<file path="config.mk">
export PLATFORM = sky130hd
export DESIGN_NAME = i2c_client
export DESIGN_NICKNAME = d
export VERILOG_FILES = /design/src/pkg/i2c_client_pkg.sv /design/src/verilog/i2c_line_watch.sv /design/src/verilog/i2c_client.sv
export SDC_FILE = /design/constraint.sdc
export NUM_CORES = 1
export LEC_CHECK = 0
export BUFFER_PORTS_ARGS = -buffer_cell sky130_fd_sc_hd__clkbuf_2
export CAP_MARGIN = 20
export CELL_PAD_IN_SITES_DETAIL_PLACEMENT = 0
export CELL_PAD_IN_SITES_GLOBAL_PLACEMENT = 1
export CORE_MARGIN = 10
export CORE_UTILIZATION = 44
export DETAILED_ROUTE_END_ITERATION = 6
export HOLD_SLACK_MARGIN = 0.12
export PLACE_DENSITY = 0.85
export SETUP_SLACK_MARGIN = 0.2
export SLEW_MARGIN = 15
export SYNTH_ARGS = -nofsm -noshare
export SYNTH_HDL_FRONTEND = slang
export SYNTH_SLANG_ARGS = --single-unit
</file>
<file path="constraint.sdc">
create_clock -name clk -period 6.1 [get_ports clk]
set_input_delay 0.61 -clock clk [delete_from_list [all_inputs] [get_ports clk]]
set_output_delay 0.61 -clock clk [all_outputs]
set_load 0.02 [all_outputs]
</file>
<file path="src/pkg/i2c_client_pkg.sv">
// Purpose: Shared constants and types of the I2C client block.
// Assumes: 32-bit AXI4-Lite register bus, 8-bit byte addresses.
// Notes:   Offsets are byte addresses of aligned words.
package i2c_client_pkg;
   // ****************************************
   // Register offsets
   // ****************************************
   localparam logic [7:0] OFF_CTRL = 8'h00;
   localparam logic [7:0] OFF_CMD  = 8'h04;
   localparam logic [7:0] OFF_STAT = 8'h08;
   localparam logic [7:0] OFF_FLAG = 8'h0c;
   localparam logic [7:0] OFF_MASK = 8'h10;
   localparam logic [7:0] OFF_DATA = 8'h14;
   // ****************************************
   // Field positions and values
   // ****************************************
   localparam int CT_EN    = 7;
   localparam int CT_RATE  = 8;
   localparam int CT_STRETCH_AFTER_ACK_MODE = 10;
   localparam int CT_ACKA  = 11;
   localparam int FL_AHIT  = 0;
   localparam int FL_BRDY  = 1;
   localparam int FL_STOP  = 2;
   localparam logic [11:0] CTRL_RST  = 12'h000;
   localparam logic [2:0]  FLAG_RST  = 3'h0;
   localparam logic [1:0]  CMD_ACK   = 2'h3;
   localparam logic [1:0]  RATE_HS   = 2'h2;
   localparam logic [4:0]  HOST_CODE = 5'h01;
   localparam logic [3:0]  BYTE_BITS = 4'h8;
   localparam logic [1:0]  RESP_OK   = 2'h0;
   localparam logic [1:0]  RESP_ERR  = 2'h2;
   // ****************************************
   // Client sequencer states
   // ****************************************
   typedef enum logic [10:0] {
      S_IDLE  = 11'h001,
      S_ADDR  = 11'h002,
      S_AHOLD = 11'h004,
      S_ACK   = 11'h008,
      S_XHOLD = 11'h010,
      S_RX    = 11'h020,
      S_RHOLD = 11'h040,
      S_TXW   = 11'h080,
      S_TX    = 11'h100,
      S_TACK  = 11'h200,
      S_WAIT  = 11'h400
   } state_t;
endpackage

</file>
<file path="src/verilog/i2c_line_watch.sv">
// Purpose: Synchronise SCL and SDA and find edges, Start and Stop.
// Assumes: Pins are asynchronous to clk; SCL far slower than clk.
// Notes:   Event outputs are one-cycle pulses, two cycles after the pin.
`timescale 1ns/1ps
module i2c_line_watch
(
   // Clock and reset
   input  wire logic clk,
   input  wire logic sys_rst,
   // Pins
   input  wire logic scl_i,
   input  wire logic sda_i,
   // Synchronised view
   output logic      scl_s,
   output logic      sda_s,
   output logic      scl_rise,
   output logic      scl_fall,
   output logic      start_det,
   output logic      stop_det
);
   logic [1:0] scl_m_q;
   logic [1:0] sda_m_q;
   logic       scl_p_q;
   logic       sda_p_q;

   always_ff @(posedge clk)
   begin
      if (sys_rst)
      begin
         scl_m_q <= 2'h3;
         sda_m_q <= 2'h3;
         scl_p_q <= 1'b1;
         sda_p_q <= 1'b1;
      end
      else
      begin
         scl_m_q <= {scl_m_q[0], scl_i};
         sda_m_q <= {sda_m_q[0], sda_i};
         scl_p_q <= scl_m_q[1];
         sda_p_q <= sda_m_q[1];
      end
   end

   assign scl_s     = scl_m_q[1];
   assign sda_s     = sda_m_q[1];
   assign scl_rise  = scl_m_q[1] & ~scl_p_q;
   assign scl_fall  = ~scl_m_q[1] & scl_p_q;
   // SDA moving while SCL stays high marks a bus condition.
   assign start_det = scl_m_q[1] & scl_p_q & sda_p_q & ~sda_m_q[1];
   assign stop_det  = scl_m_q[1] & scl_p_q & ~sda_p_q & sda_m_q[1];
endmodule

</file>
<file path="src/verilog/i2c_client.sv">
// Purpose: I2C client with address match, stretching, byte hand-over.
// Assumes: AXI4-Lite register access; SCL sampled by clk.
// Notes:   7-bit addressing only; one byte of data buffered each way.
// Behaviour
// - After Start, compare address; on mismatch ignore until next Start.
// - Address match sets the address-hit flag.
// - Without stretch-after-ack mode, hold SCL low after a match until command 0x3 or an address-hit clear.
// - Direction bit changes only on an accepted address.
// - Collision releases both lines silently and sets the clash status bit.
// - Host read: ACK then byte-ready requests data; NACK waits for Start.
// - Host write: ACK then accept data, restart or Stop; NACK waits.
// - Command 0x3 sends the acknowledge, acting by current direction.
// - Writing one to address-hit clears it and sends the selected acknowledge.
// - Stretch-after-ack mode acks automatically, then flags and stretches.
// - Byte-ready set per byte moved; received bytes acked per action bit.
// - Host read: shifting starts when software writes the data register.
// - After a received byte, set byte-ready and hold SCL low until serviced.
// - Host NACK on a sent byte sets nack-got and releases SDA.
// - Stop sets the stop-seen flag if the client was addressed, and returns to idle.
// - Rate 0x2 with stretch mode enters high speed after host code until Stop.
//
// Decided for this implementation: the AXI4-Lite interface to the registers and the register addresses.
`timescale 1ns/1ps
module i2c_client
   import i2c_client_pkg::*;
(
   // Clock and reset
   input  wire logic        clk,
   input  wire logic        sys_rst,
   // AXI4-Lite write
   input  wire logic [7:0]  awaddr,
   input  wire logic        awvalid,
   output logic             awready,
   input  wire logic [31:0] wdata,
   input  wire logic [3:0]  wstrb,
   input  wire logic        wvalid,
   output logic             wready,
   output logic [1:0]       bresp,
   output logic             bvalid,
   input  wire logic        bready,
   // AXI4-Lite read
   input  wire logic [7:0]  araddr,
   input  wire logic        arvalid,
   output logic             arready,
   output logic [31:0]      rdata,
   output logic [1:0]       rresp,
   output logic             rvalid,
   input  wire logic        rready,
   // I2C pins
   input  wire logic        scl_i,
   output logic             scl_o,
   output logic             scl_oe,
   input  wire logic        sda_i,
   output logic             sda_o,
   output logic             sda_oe,
   // Interrupt
   output logic             irq
);
   // ****************************************
   // Declarations
   // ****************************************
   state_t      state_q;
   logic        awready_q, wready_q, bvalid_q, arready_q, rvalid_q;
   logic        aw_have_q, w_have_q;
   logic [7:0]  awaddr_q;
   logic [31:0] wdata_q, rdata_q;
   logic [3:0]  wstrb_q;
   logic [1:0]  bresp_q, rresp_q;
   logic [11:0] ctrl_q;
   logic [2:0]  flags_q, mask_q, fl_set, fl_clr;
   logic        irq_q, scl_oe_q, sda_oe_q, pin_lo_q;
   logic        dir_q, clash_q, nackg_q, hs_q, addressed_q;
   logic        nack_q, ack_addr_q;
   logic        ev_ahit_q, ev_brdy_q, ev_stop_q, ev_clash_q, ev_nack_q;
   logic [7:0]  sh_q, rx_q;
   logic [3:0]  cnt_q;
   logic        sda_s, scl_rise, scl_fall, start_det, stop_det;
   logic        wr_go, cmd_ack, w1c_ahit, w1c_brdy, data_wr, wr_ok;
   logic [31:0] rd_word;
   logic        rd_ok;
   logic [11:0] ctrl_m;
   logic        en, stretch_after_ack_mode, acknowledge_action_bit;

   assign en     = ctrl_q[CT_EN];
   assign stretch_after_ack_mode  = ctrl_q[CT_STRETCH_AFTER_ACK_MODE];
   assign acknowledge_action_bit = ctrl_q[CT_ACKA];

   i2c_line_watch u_watch
   (
      .clk       (clk),
      .sys_rst   (sys_rst),
      .scl_i     (scl_i),
      .sda_i     (sda_i),
      .scl_s     (),
      .sda_s     (sda_s),
      .scl_rise  (scl_rise),
      .scl_fall  (scl_fall),
      .start_det (start_det),
      .stop_det  (stop_det)
   );
   // ****************************************
   // AXI4-Lite slave
   // ****************************************
   assign wr_go    = aw_have_q & w_have_q & ~bvalid_q;
   assign cmd_ack  = wr_go & (awaddr_q[7:2] == OFF_CMD[7:2]) & wstrb_q[0] & (wdata_q[1:0] == CMD_ACK);
   assign w1c_ahit = wr_go & (awaddr_q[7:2] == OFF_FLAG[7:2]) & wstrb_q[0] & wdata_q[FL_AHIT];
   assign w1c_brdy = wr_go & (awaddr_q[7:2] == OFF_FLAG[7:2]) & wstrb_q[0] & wdata_q[FL_BRDY];
   assign data_wr  = wr_go & (awaddr_q[7:2] == OFF_DATA[7:2]) & wstrb_q[0];
   assign ctrl_m   = {{4{wstrb_q[1]}}, {8{wstrb_q[0]}}};
   assign wr_ok    = (awaddr_q[7:2] <= OFF_DATA[7:2]) & (awaddr_q[1:0] == 2'h0);

   always_ff @(posedge clk)
   begin
      if (sys_rst)
      begin
         awready_q <= 1'b1;
         wready_q  <= 1'b1;
         aw_have_q <= 1'b0;
         w_have_q  <= 1'b0;
         bvalid_q  <= 1'b0;
         bresp_q   <= RESP_OK;
         awaddr_q  <= 8'h00;
         wdata_q   <= 32'h0000_0000;
         wstrb_q   <= 4'h0;
      end
      else
      begin
         if (awvalid && awready_q)
         begin
            awaddr_q  <= awaddr;
            aw_have_q <= 1'b1;
            awready_q <= 1'b0;
         end
         if (wvalid && wready_q)
         begin
            wdata_q  <= wdata;
            wstrb_q  <= wstrb;
            w_have_q <= 1'b1;
            wready_q <= 1'b0;
         end
         if (wr_go)
         begin
            bvalid_q  <= 1'b1;
            bresp_q   <= wr_ok ? RESP_OK : RESP_ERR;
            aw_have_q <= 1'b0;
            w_have_q  <= 1'b0;
         end
         if (bvalid_q && bready)
         begin
            bvalid_q  <= 1'b0;
            awready_q <= 1'b1;
            wready_q  <= 1'b1;
         end
      end
   end

   always_comb
   begin
      rd_word = 32'h0000_0000;
      rd_ok   = 1'b1;
      case (araddr)
         OFF_CTRL: rd_word = {20'h00000, ctrl_q};
         OFF_CMD:  rd_word = 32'h0000_0000;
         OFF_STAT: rd_word = {28'h0000000, hs_q, nackg_q, clash_q, dir_q};
         OFF_FLAG: rd_word = {29'h0, flags_q};
         OFF_MASK: rd_word = {29'h0, mask_q};
         OFF_DATA: rd_word = {24'h000000, rx_q};
         default:  rd_ok   = 1'b0;
      endcase
   end

   always_ff @(posedge clk)
   begin
      if (sys_rst)
      begin
         arready_q <= 1'b1;
         rvalid_q  <= 1'b0;
         rdata_q   <= 32'h0000_0000;
         rresp_q   <= RESP_OK;
      end
      else if (arvalid && arready_q)
      begin
         arready_q <= 1'b0;
         rvalid_q  <= 1'b1;
         rdata_q   <= rd_word;
         rresp_q   <= rd_ok ? RESP_OK : RESP_ERR;
      end
      else if (rvalid_q && rready)
      begin
         rvalid_q  <= 1'b0;
         arready_q <= 1'b1;
      end
   end

   // ****************************************
   // Registers, status and interrupt
   // ****************************************
   assign fl_set = {ev_stop_q, ev_brdy_q, ev_ahit_q};
   assign fl_clr = (wr_go && awaddr_q[7:2] == OFF_FLAG[7:2] && wstrb_q[0]) ? wdata_q[2:0] : 3'h0;

   always_ff @(posedge clk)
   begin
      if (sys_rst)
      begin
         ctrl_q  <= CTRL_RST;
         mask_q  <= FLAG_RST;
         flags_q <= FLAG_RST;
         clash_q <= 1'b0;
         nackg_q <= 1'b0;
         irq_q   <= 1'b0;
      end
      else
      begin
         if (wr_go && awaddr_q[7:2] == OFF_CTRL[7:2])
         begin
            ctrl_q <= (ctrl_q & ~ctrl_m) | (wdata_q[11:0] & ctrl_m);
         end
         if (wr_go && awaddr_q[7:2] == OFF_MASK[7:2] && wstrb_q[0])
         begin
            mask_q <= wdata_q[2:0];
         end
         // A hardware set in the clearing cycle wins.
         flags_q <= (flags_q & ~fl_clr) | fl_set;
         // The clash stays visible until software takes the next hit.
         clash_q <= (clash_q & ~w1c_ahit) | ev_clash_q;
         nackg_q <= (nackg_q & ~data_wr) | ev_nack_q;
         irq_q   <= |(flags_q & mask_q);
      end
   end

   // ****************************************
   // Bus sequencer
   // ****************************************
   always_ff @(posedge clk)
   begin
      if (sys_rst)
      begin
         state_q     <= S_IDLE;
         scl_oe_q    <= 1'b0;
         sda_oe_q    <= 1'b0;
         pin_lo_q    <= 1'b0;
         sh_q        <= 8'h00;
         rx_q        <= 8'h00;
         cnt_q       <= 4'h0;
         dir_q       <= 1'b0;
         hs_q        <= 1'b0;
         nack_q      <= 1'b0;
         ack_addr_q  <= 1'b0;
         addressed_q <= 1'b0;
         ev_ahit_q   <= 1'b0;
         ev_brdy_q   <= 1'b0;
         ev_stop_q   <= 1'b0;
         ev_clash_q  <= 1'b0;
         ev_nack_q   <= 1'b0;
      end
      else
      begin
         pin_lo_q   <= 1'b0;
         ev_ahit_q  <= 1'b0;
         ev_brdy_q  <= 1'b0;
         ev_stop_q  <= 1'b0;
         ev_clash_q <= 1'b0;
         ev_nack_q  <= 1'b0;
         if (!en)
         begin
            state_q     <= S_IDLE;
            scl_oe_q    <= 1'b0;
            sda_oe_q    <= 1'b0;
            hs_q        <= 1'b0;
            addressed_q <= 1'b0;
         end
         else if (start_det)
         begin
            state_q  <= S_ADDR;
            cnt_q    <= 4'h0;
            scl_oe_q <= 1'b0;
            sda_oe_q <= 1'b0;
         end
         else if (stop_det)
         begin
            state_q     <= S_IDLE;
            ev_stop_q   <= addressed_q;
            addressed_q <= 1'b0;
            hs_q        <= 1'b0;
            scl_oe_q    <= 1'b0;
            sda_oe_q    <= 1'b0;
         end
         else
         begin
            case (state_q)
               S_IDLE, S_WAIT:
               begin
                  state_q <= state_q;
               end
               S_ADDR, S_RX:
               begin
                  if (scl_rise)
                  begin
                     sh_q  <= {sh_q[6:0], sda_s};
                     cnt_q <= cnt_q + 4'h1;
                  end
                  if (scl_fall && cnt_q == BYTE_BITS && state_q == S_RX)
                  begin
                     rx_q      <= sh_q;
                     ev_brdy_q <= 1'b1;
                     scl_oe_q  <= 1'b1;
                     state_q   <= S_RHOLD;
                  end
                  else if (scl_fall && cnt_q == BYTE_BITS)
                  begin
                     if (sh_q[7:1] == ctrl_q[6:0])
                     begin
                        dir_q       <= sh_q[0];
                        addressed_q <= 1'b1;
                        ev_ahit_q   <= 1'b1;
                        ack_addr_q  <= 1'b1;
                        if (stretch_after_ack_mode)
                        begin
                           nack_q   <= acknowledge_action_bit;
                           sda_oe_q <= ~acknowledge_action_bit;
                           state_q  <= S_ACK;
                        end
                        else
                        begin
                           scl_oe_q <= 1'b1;
                           state_q  <= S_AHOLD;
                        end
                     end
                     else
                     begin
                        // Nobody acks a host code; the released SDA is that NACK.
                        hs_q    <= hs_q | (sh_q[7:3] == HOST_CODE && ctrl_q[CT_RATE+:2] == RATE_HS && stretch_after_ack_mode);
                        state_q <= S_IDLE;
                     end
                  end
               end
               S_AHOLD, S_RHOLD:
               begin
                  if (cmd_ack || (state_q == S_AHOLD ? w1c_ahit : w1c_brdy))
                  begin
                     nack_q   <= acknowledge_action_bit;
                     sda_oe_q <= ~acknowledge_action_bit;
                     scl_oe_q <= 1'b0;
                     state_q  <= S_ACK;
                  end
               end
               S_ACK:
               begin
                  if (scl_fall)
                  begin
                     sda_oe_q   <= 1'b0;
                     cnt_q      <= 4'h0;
                     ack_addr_q <= 1'b0;
                     if (nack_q)
                     begin
                        state_q <= S_IDLE;
                     end
                     else if (ack_addr_q && stretch_after_ack_mode && flags_q[FL_AHIT])
                     begin
                        scl_oe_q <= 1'b1;
                        state_q  <= S_XHOLD;
                     end
                     else if (ack_addr_q && dir_q)
                     begin
                        ev_brdy_q <= 1'b1;
                        scl_oe_q  <= 1'b1;
                        state_q   <= S_TXW;
                     end
                     else
                     begin
                        state_q <= S_RX;
                     end
                  end
               end
               S_XHOLD:
               begin
                  if (!flags_q[FL_AHIT])
                  begin
                     ev_brdy_q <= dir_q;
                     scl_oe_q  <= dir_q;
                     state_q   <= dir_q ? S_TXW : S_RX;
                  end
               end
               S_TXW:
               begin
                  if (data_wr)
                  begin
                     sh_q     <= wdata_q[7:0];
                     sda_oe_q <= ~wdata_q[7];
                     scl_oe_q <= 1'b0;
                     cnt_q    <= 4'h1;
                     state_q  <= S_TX;
                  end
               end
               S_TX:
               begin
                  if (scl_rise && !sda_oe_q && !sda_s)
                  begin
                     ev_clash_q <= 1'b1;
                     sda_oe_q   <= 1'b0;
                     scl_oe_q   <= 1'b0;
                     state_q    <= S_IDLE;
                  end
                  else if (scl_fall && cnt_q == BYTE_BITS)
                  begin
                     sda_oe_q <= 1'b0;
                     state_q  <= S_TACK;
                  end
                  else if (scl_fall)
                  begin
                     sda_oe_q <= ~sh_q[6];
                     sh_q     <= {sh_q[6:0], 1'b0};
                     cnt_q    <= cnt_q + 4'h1;
                  end
               end
               S_TACK:
               begin
                  if (scl_rise)
                  begin
                     nack_q    <= sda_s;
                     ev_nack_q <= sda_s;
                  end
                  if (scl_fall)
                  begin
                     ev_brdy_q <= 1'b1;
                     scl_oe_q  <= ~nack_q;
                     state_q   <= nack_q ? S_WAIT : S_TXW;
                  end
               end
               default:
               begin
                  state_q  <= S_IDLE;
                  scl_oe_q <= 1'b0;
                  sda_oe_q <= 1'b0;
               end
            endcase
         end
      end
   end

   assign awready = awready_q;
   assign wready  = wready_q;
   assign bvalid  = bvalid_q;
   assign bresp   = bresp_q;
   assign arready = arready_q;
   assign rvalid  = rvalid_q;
   assign rdata   = rdata_q;
   assign rresp   = rresp_q;
   assign scl_oe  = scl_oe_q;
   assign sda_oe  = sda_oe_q;
   assign scl_o   = pin_lo_q;
   assign sda_o   = pin_lo_q;
   assign irq     = irq_q;
endmodule

</file>
==> results of run 1 <==
[stage by stage]
stage                     cell area, µm²  utilization, %  std cells  hold slack (ns)  setup WS (ns)
final                               6250            52.0        851            0.386           3.02
after global routing                6250            52.0        851            0.386           2.80
after CTS                           6240            52.0        850            0.371           3.09
after detailed placement            5690            47.4        821            0.395           3.13
after global placement              5690            47.4        821            0.394           3.12
after floorplan                     5500               -        663            0.389           3.61
[metal layers]
layer  wire, µm  global-route usage [%]
met1       6890                    23.7
met2       6360                    26.3
met3       1150                    4.27
met4        152                    6.21
met5          0                       0
[cell families after synthesis]
group	synth area share, %
AO/OA/AOI/OAI	14.7
XOR/XNOR	1.29
adder cells (fa/ha/maj)	0.462
buffers and inverters	6.33
flip-flops	41.8
multiplexers	6.93
other	0.0693
AND/OR/NAND/NOR	28.4
[cell usage in the layout (no fill, tap or decap), types with 4 or more instances in the layout]
cell	Yosys	routed
sky130_fd_sc_hd__a21o_1	4	4
sky130_fd_sc_hd__nand4_1	12	12
sky130_fd_sc_hd__nor3_1	15	15
sky130_fd_sc_hd__nand2_1	84	84
sky130_fd_sc_hd__nand2b_1	8	8
sky130_fd_sc_hd__mux2_2	8	8
sky130_fd_sc_hd__o21ai_0	6	6
sky130_fd_sc_hd__a21oi_1	57	57
sky130_fd_sc_hd__clkbuf_8	0	4
sky130_fd_sc_hd__and3_1	5	5
sky130_fd_sc_hd__a22o_1	6	6
sky130_fd_sc_hd__mux2i_1	27	27
sky130_fd_sc_hd__conb_1	1	24
sky130_fd_sc_hd__nor3b_1	4	4
sky130_fd_sc_hd__nor2_1	80	80
sky130_fd_sc_hd__a211oi_1	4	4
sky130_fd_sc_hd__nand3b_1	5	5
sky130_fd_sc_hd__a22oi_1	14	14
sky130_fd_sc_hd__nand3_1	23	23
sky130_fd_sc_hd__inv_1	10	10
sky130_fd_sc_hd__nor4_1	9	9
sky130_fd_sc_hd__nor2b_1	8	8
sky130_fd_sc_hd__a31oi_1	4	4
sky130_fd_sc_hd__or2_2	6	6
sky130_fd_sc_hd__dfxtp_1	113	113
sky130_fd_sc_hd__nor4b_1	6	6
sky130_fd_sc_hd__clkbuf_2	0	60
sky130_fd_sc_hd__xor2_1	5	5
sky130_fd_sc_hd__clkbuf_16	0	17
sky130_fd_sc_hd__and2_1	8	8
[worst paths after layout]
path                 startpoint                  to  depth (start not counted)
max reg2reg          state_q[0]             rx_q[5]                          6
min                       scl_i  u_watch.scl_m_q[0]                          2
max                  state_q[0]             rx_q[5]                          6
min reg2reg  u_watch.scl_m_q[0]  u_watch.scl_m_q[1]                          1
[power groups by stage]
stage	Sequential, mW	Combinational, mW	Clock (mW)
3_3_place_gp	0.783	0.0843	0
2_1_floorplan	0.782	0.0694	0
4_1_cts	0.769	0.0857	0.923
5_1_grt	0.771	0.0970	0.959
3_5_place_dp	0.784	0.0853	0
6_report	0.769	0.0862	0.912
[synthesized netlist by cell type (8+ instances only)]
cell / count
sky130_fd_sc_hd__nor3_1: 15
sky130_fd_sc_hd__mux2_2: 8
sky130_fd_sc_hd__clkbuf_1: 23
sky130_fd_sc_hd__inv_1: 10
sky130_fd_sc_hd__a21oi_1: 57
sky130_fd_sc_hd__a22oi_1: 14
sky130_fd_sc_hd__nor2_1: 80
sky130_fd_sc_hd__mux2i_1: 27
sky130_fd_sc_hd__nand3_1: 23
sky130_fd_sc_hd__nor2b_1: 8
sky130_fd_sc_hd__buf_4: 24
sky130_fd_sc_hd__nand2_1: 84
sky130_fd_sc_hd__nand2b_1: 8
sky130_fd_sc_hd__nor4_1: 9
sky130_fd_sc_hd__dfxtp_1: 113
sky130_fd_sc_hd__nand4_1: 12
sky130_fd_sc_hd__and2_1: 8
[worst max-delay path: stages (launching register included)]
cell and delay (ns):
sky130_fd_sc_hd__dfxtp_1 0.36, sky130_fd_sc_hd__nor4_2 0.66, sky130_fd_sc_hd__nand4_1 0.34, sky130_fd_sc_hd__nor3_1 0.66, sky130_fd_sc_hd__and2_1 0.56, sky130_fd_sc_hd__mux2i_1 0.27, sky130_fd_sc_hd__nor2_1 0.07
[cell type report]
| cell class | count | area [µm²] | share of cell area, % |
|---|---|---|---|
| Inverter | 10 | 37.5 | 0.601 |
| Multi-Input combinational cell | 489 | 2900 | 46.4 |
| Tap cell | 147 | 184 | 2.94 |
| Sequential cell | 113 | 2260 | 36.2 |
| Clock buffer | 24 | 492 | 7.87 |
| Timing Repair Buffer | 63 | 320 | 5.13 |
| Clock inverter | 5 | 55.1 | 0.881 |
==> impl_results.md, run 1 <==
* Share of the synthesized area in the top cell type at 41.8%
* Share of the clock period used by the worst path at 50.5%
* Share of flip-flops with an asynchronous set or reset after synthesis at 0%
* Switching fraction of total power at 22.2%
* Number of standard cells after synthesis at 640
* Post-Synthesis Cell Area at approximately 5400 µm²
* Total number of vias at between 4000 and 5000
* Number of distinct library cells after synthesis at slightly below 70
* Class of the most critical setup path: reg2reg
* Flip-flop and latch count after synthesis at around 110
* Avg WL per Cell at between 15 and 20 µm
* FMAX at 324 MHz
* Area growth, synth to finish at 15.4%
* Crit start category: flop
* Pin count of the biggest net entering global routing at 94
* Post-layout net count at 757
* H-tree depth reported by CTS at 4
* Synthesized area divided by synthesized cell count at 8.46 µm²
* Number of placement rows at 40
* Number of DRC markers in iteration 0 at 358
* Portion of total power attributed to the clock network at 51.6%
* Root cell of the clock tree: sky130_fd_sc_hd__clkbuf_16
* Detailed-placement wirelength estimate at 10700 µm
* Yosys warnings at 0
* Skew final at 0.00622 ns
* Number of sinks driven by the clock tree at 113
* Standby leakage power at 2.53 nW
* Number of buffers inserted for hold repair after clock tree synthesis at 0
* Final number of setup-violating endpoints at 0
* Combinational share of power at 4.9%
* Max VDD drop at about 0.2 mV
* Wire length of the first global-routing pass at between 20000 and 25000 µm
* Vias in the first global route at 4598
* Die span in x at 131 µm
* Final Critical Period at 3.08 ns
* Slew margin rel. at 24.5%
* Worst Hold Class: in2reg
* Number of setup buffers added after CTS at 0
* Cell types occupying the most area after synthesis: sky130_fd_sc_hd__dfxtp_1, sky130_fd_sc_hd__nand2_1, sky130_fd_sc_hd__nor2_1, sky130_fd_sc_hd__a21oi_1, sky130_fd_sc_hd__mux2i_1
* Int Power at 1.37 mW
* Count of cells resized by post-cts repair at 0
* CTS clk-pin slew, worst paths at 0.05 ns
* RePlAce Congestion at 0.934
* Sequential fraction of design power at 43.5%
* Share of final-layout standard cells stronger than drive strength 1 at 17.3%
* DRT antenna net count at 0
* Clock tree from TritonCTS: built
* Initial Util at 45.1%
* Setup repair after global routing missed its margin: false
* Count of flip-flops with a built-in enable after synthesis at 0
* GRT overflow at 0
* DR DRC count at 0
* Final max-slew violation count at 0
* Antenna violations before repair at 0
* Arr. time, crit path at between 3 and 4 ns
* Number of CTS-inserted buffers at 17
* TritonRoute pass-1 iters at 7
* Antenna diodes at 0
* Data required time of the critical path at between 6 and 7 ns
* Number of buffers on the longest clock path at 2
* Std-Cell Core Area at ~12000 µm²
* Worst Tran Pin Value at 1.12 ns
* CP endpoint kind: flop
* Yosys top cell by area: sky130_fd_sc_hd__dfxtp_1
* Port Buffer Count at 60
* I/O pin total at 107
* Die H at 131 µm
* Worst-path maximum fanout at 8
* Fin. Hold Viols at 0
* Sum of routed wire length over all layers at 14600 µm
* Worst reg2reg setup slack at 3.02 ns
* Power Dens Cells at 283 nW/µm²
* Overall die area at approximately 17000 µm²
* Via-to-Cell Ratio at 5.53
* Part of the Yosys area used for sequential elements at 41.8%
* Post-synth top flop: sky130_fd_sc_hd__dfxtp_1
* Accumulated negative setup slack at 0 ns
* Fill cell count at between 1000 and 1500
* Clock latency of the later-clocked register in the worst-skew pair at about 0.41 ns
* Result of the run: complete, no violations
* Max-cap violations at 0
* Power, Total at 1.77 mW
* Net switching power figure at 393 µW
* GR Util All Layers at 17.5%
No activity file was read; power rests on OpenSTA's default activity.
==> run 2, diff against run 1 <==
--- a/config.mk
+++ b/config.mk
@@ -10,10 +10,10 @@
 export CELL_PAD_IN_SITES_DETAIL_PLACEMENT = 0
 export CELL_PAD_IN_SITES_GLOBAL_PLACEMENT = 1
 export CORE_MARGIN = 10
-export CORE_UTILIZATION = 44
+export CORE_UTILIZATION = 41
 export DETAILED_ROUTE_END_ITERATION = 6
 export HOLD_SLACK_MARGIN = 0.12
-export PLACE_DENSITY = 0.85
+export PLACE_DENSITY = 0.8
 export SETUP_SLACK_MARGIN = 0.2
 export SLEW_MARGIN = 15
 export SYNTH_ARGS = -nofsm -noshare
==> constraint.sdc (replaced) <==
create_clock -name clk -period 3.1 [get_ports clk]
set_input_delay 0.31 -clock clk [delete_from_list [all_inputs] [get_ports clk]]
set_output_delay 0.31 -clock clk [all_outputs]
set_load 0.02 [all_outputs]
==> run 2 against run 1 <==
  * Flip-flop and latch count unchanged
  * Core utilization fell by 1.3 points
  * Global-route usage shrank 0.23 points
  * Clock power grew 98%
  * Largest power group unchanged
  * Cell count is 5.8% higher
  * Wire length is 5.7% higher
  * Highest routed layer unchanged
  * Largest cell class unchanged
==> impl_results.md, run 2 (synthesis gave the netlist of run 1 again) <==
* Fill cell count at 1221
* Initial Util at 42.4%
* Avg WL per Cell at around 17 µm
* Crit-path cells: or4_1 -> nor4_1 -> buf_4 -> a22o_1 -> a21oi_2 -> and3_1 -> o311a_1
* Area used by multi-input combinational logic at about 2900 µm²
* CTS clk-pin slew, worst paths at 0.05 ns
* Data required time of the critical path at 3.40 ns
* Skew final at between 0.006 and 0.007 ns
* Number of buffers on the longest clock path at 2
* Register area at 2260 µm²
* R2R depth at 7
* Worst Tran Pin Value at 0.945 ns
* Crit start category: flop
* H-tree depth reported by CTS at 4
* Cells on Worst Hold Path at 3
* Number of placement rows at 41
* Final setup slack of the worst path at roughly 0.44 ns
* Final max-slew violation count at 0
* Overall die area at roughly 18000 µm²
* Net switching power figure at 842 µW
* Worst Hold Class: in2reg
* DP Area at 5800 µm²
* Int Power at ~2.7 mW
* Arr. time, crit path at 2.96 ns
* Antenna diodes at 0
* Most frequent cells in the layout: sky130_fd_sc_hd__dfxtp_1, sky130_fd_sc_hd__nand2_1, sky130_fd_sc_hd__nor2_1
* RePlAce Congestion at around 0.88
* Switching fraction of total power at 24.0%
* Most frequent standard cell in the layout excluding fill and tap cells: sky130_fd_sc_hd__dfxtp_1
* Setup repair after global routing missed its margin: false
* Slew margin rel. at 37.0%
* Power Dens Cells at roughly 540 nW/µm²
* Clock tree from TritonCTS: built
* Detailed-placement wirelength estimate at 11200 µm
* CP endpoint kind: flop
* Busiest layer in global routing: met2
* Antenna violations before repair at 0
* Standby leakage power at roughly 2.6 nW
* Count of cells resized by post-cts repair at 0
* Post-layout net count at 778
* Met3 capacity usage during global routing at approximately 4.7%
* Via-to-Cell Ratio at 5.39
* Share of the clock period used by the worst path at 85.8%
* DR DRC count at 0
* Die span in x at 135 µm
* I/O pin total at about 110
* Final Critical Period at 2.66 ns
* Pin count of the biggest net entering global routing at 93
* Sequential fraction of design power at 43.1%
* Post-Place Setup Slack at between 0.4 and 0.5 ns
* Max-cap violations at 0
* Sum of routed wire length over all layers at 15400 µm
* Largest stage delay, worst path at around 0.61 ns
* FMAX at 376 MHz
* Worst path top cell family by delay: simple AND/OR/NAND/NOR gates
* Number of sinks driven by the clock tree at around 110
* Met2 Use GR at a little over a quarter
* Max VDD drop at 0.342 mV
* TritonRoute pass-1 iters at 5
* Wire length of the first global-routing pass at 25100 µm
* Vias in the first global route at between 4000 and 5000
* Die H at ~130 µm
* Cell at the slowest stage of the critical path: sky130_fd_sc_hd__or4_1
* DRT antenna net count at 0
* Final number of setup-violating endpoints at 0
* Critical path buffers and inverters at 1
* GRT overflow at 0
* Portion of total power attributed to the clock network at 51.7%
* Std-Cell Core Area at about 13000 µm²
* Share of final-layout standard cells stronger than drive strength 1 at between 10% and 20%
* Fraction of met1 tracks used by global routing at 22.5%
* Number of DRC markers in iteration 0 at approximately 500
* GR Util All Layers at between 10% and 20%
* Area growth, synth to finish at 19.6%
* Number of CTS-inserted buffers at 17
* Accumulated negative setup slack at 0 ns
* Fin. Hold Viols at 0
* Clock latency of the later-clocked register in the worst-skew pair at 0.41 ns
* Class of the most critical setup path: reg2reg
* Worst-path maximum fanout at 10
* Final standard cell area without fillers at ~6500 µm²
* Root cell of the clock tree: sky130_fd_sc_hd__clkbuf_16
* Combinational share of power at 5.2%
* Total number of vias at 4852
* Result of the run: complete, no violations
* Crit. path cell count at 7
* Power, Total at 3.50 mW
* Port Buffer Count at 60
## run 2: power by group through the flow
| stage | clock, mW | sequential [mW] | combinational (mW) |
|---|---|---|---|
| after global routing | 1.92 | 1.52 | 0.206 |
| final | 1.81 | 1.51 | 0.183 |
| after floorplan | 0 | 1.54 | 0.137 |
| after detailed placement | 0 | 1.54 | 0.170 |
| after CTS | 1.84 | 1.51 | 0.183 |
| after global placement | 0 | 1.54 | 0.167 |
## run 2: metal layers
metal  vias up  wire, µm
li1       2385         -
met3        23      1010
met2       163      6870
met1      2281      7320
met4         0       194
met5         -         0
## run 2: area by class of cell
type	instances	share of cell area (%)
repair buffers	84	7.88
inverters	10	0.579
clock inverters	13	1.76
well taps	172	3.32
flip-flops and latches	113	34.9
clock buffers	19	6.84
multi-input cells	489	44.7
## run 2: per-stage QoR
step	hold WS (ns)	utilization, %	instances
after global placement	0.392	45.4	856
final	0.122	50.7	900
after CTS	0.120	50.7	900
after detailed placement	0.394	45.4	856
after floorplan	0.389	-	663
after global routing	0.129	50.7	900
## run 2: worst paths after layout
| check | start | end | slack (ns) |
|---|---|---|---|
| hold reg to reg | u_watch.scl_m_q[0] | u_watch.scl_m_q[1] | 0.41 |
| setup reg to reg | state_q[0] | state_q[0] | 0.44 |
| setup / recovery | state_q[0] | state_q[0] | 0.44 |
| hold / removal | wdata[4] | wdata_q[4] | 0.12 |
## run 2: tightest hold or removal path, stage by stage
cell                       delay, ns
sky130_fd_sc_hd__clkbuf_2       0.08
sky130_fd_sc_hd__nand2_1        0.05
sky130_fd_sc_hd__a21oi_1        0.05
## run 2: what timing repair did
action,4_1_cts,5_1_grt
hold buffers,12,0
buffers inserted,0,0
endpoints found under the hold margin,12,0
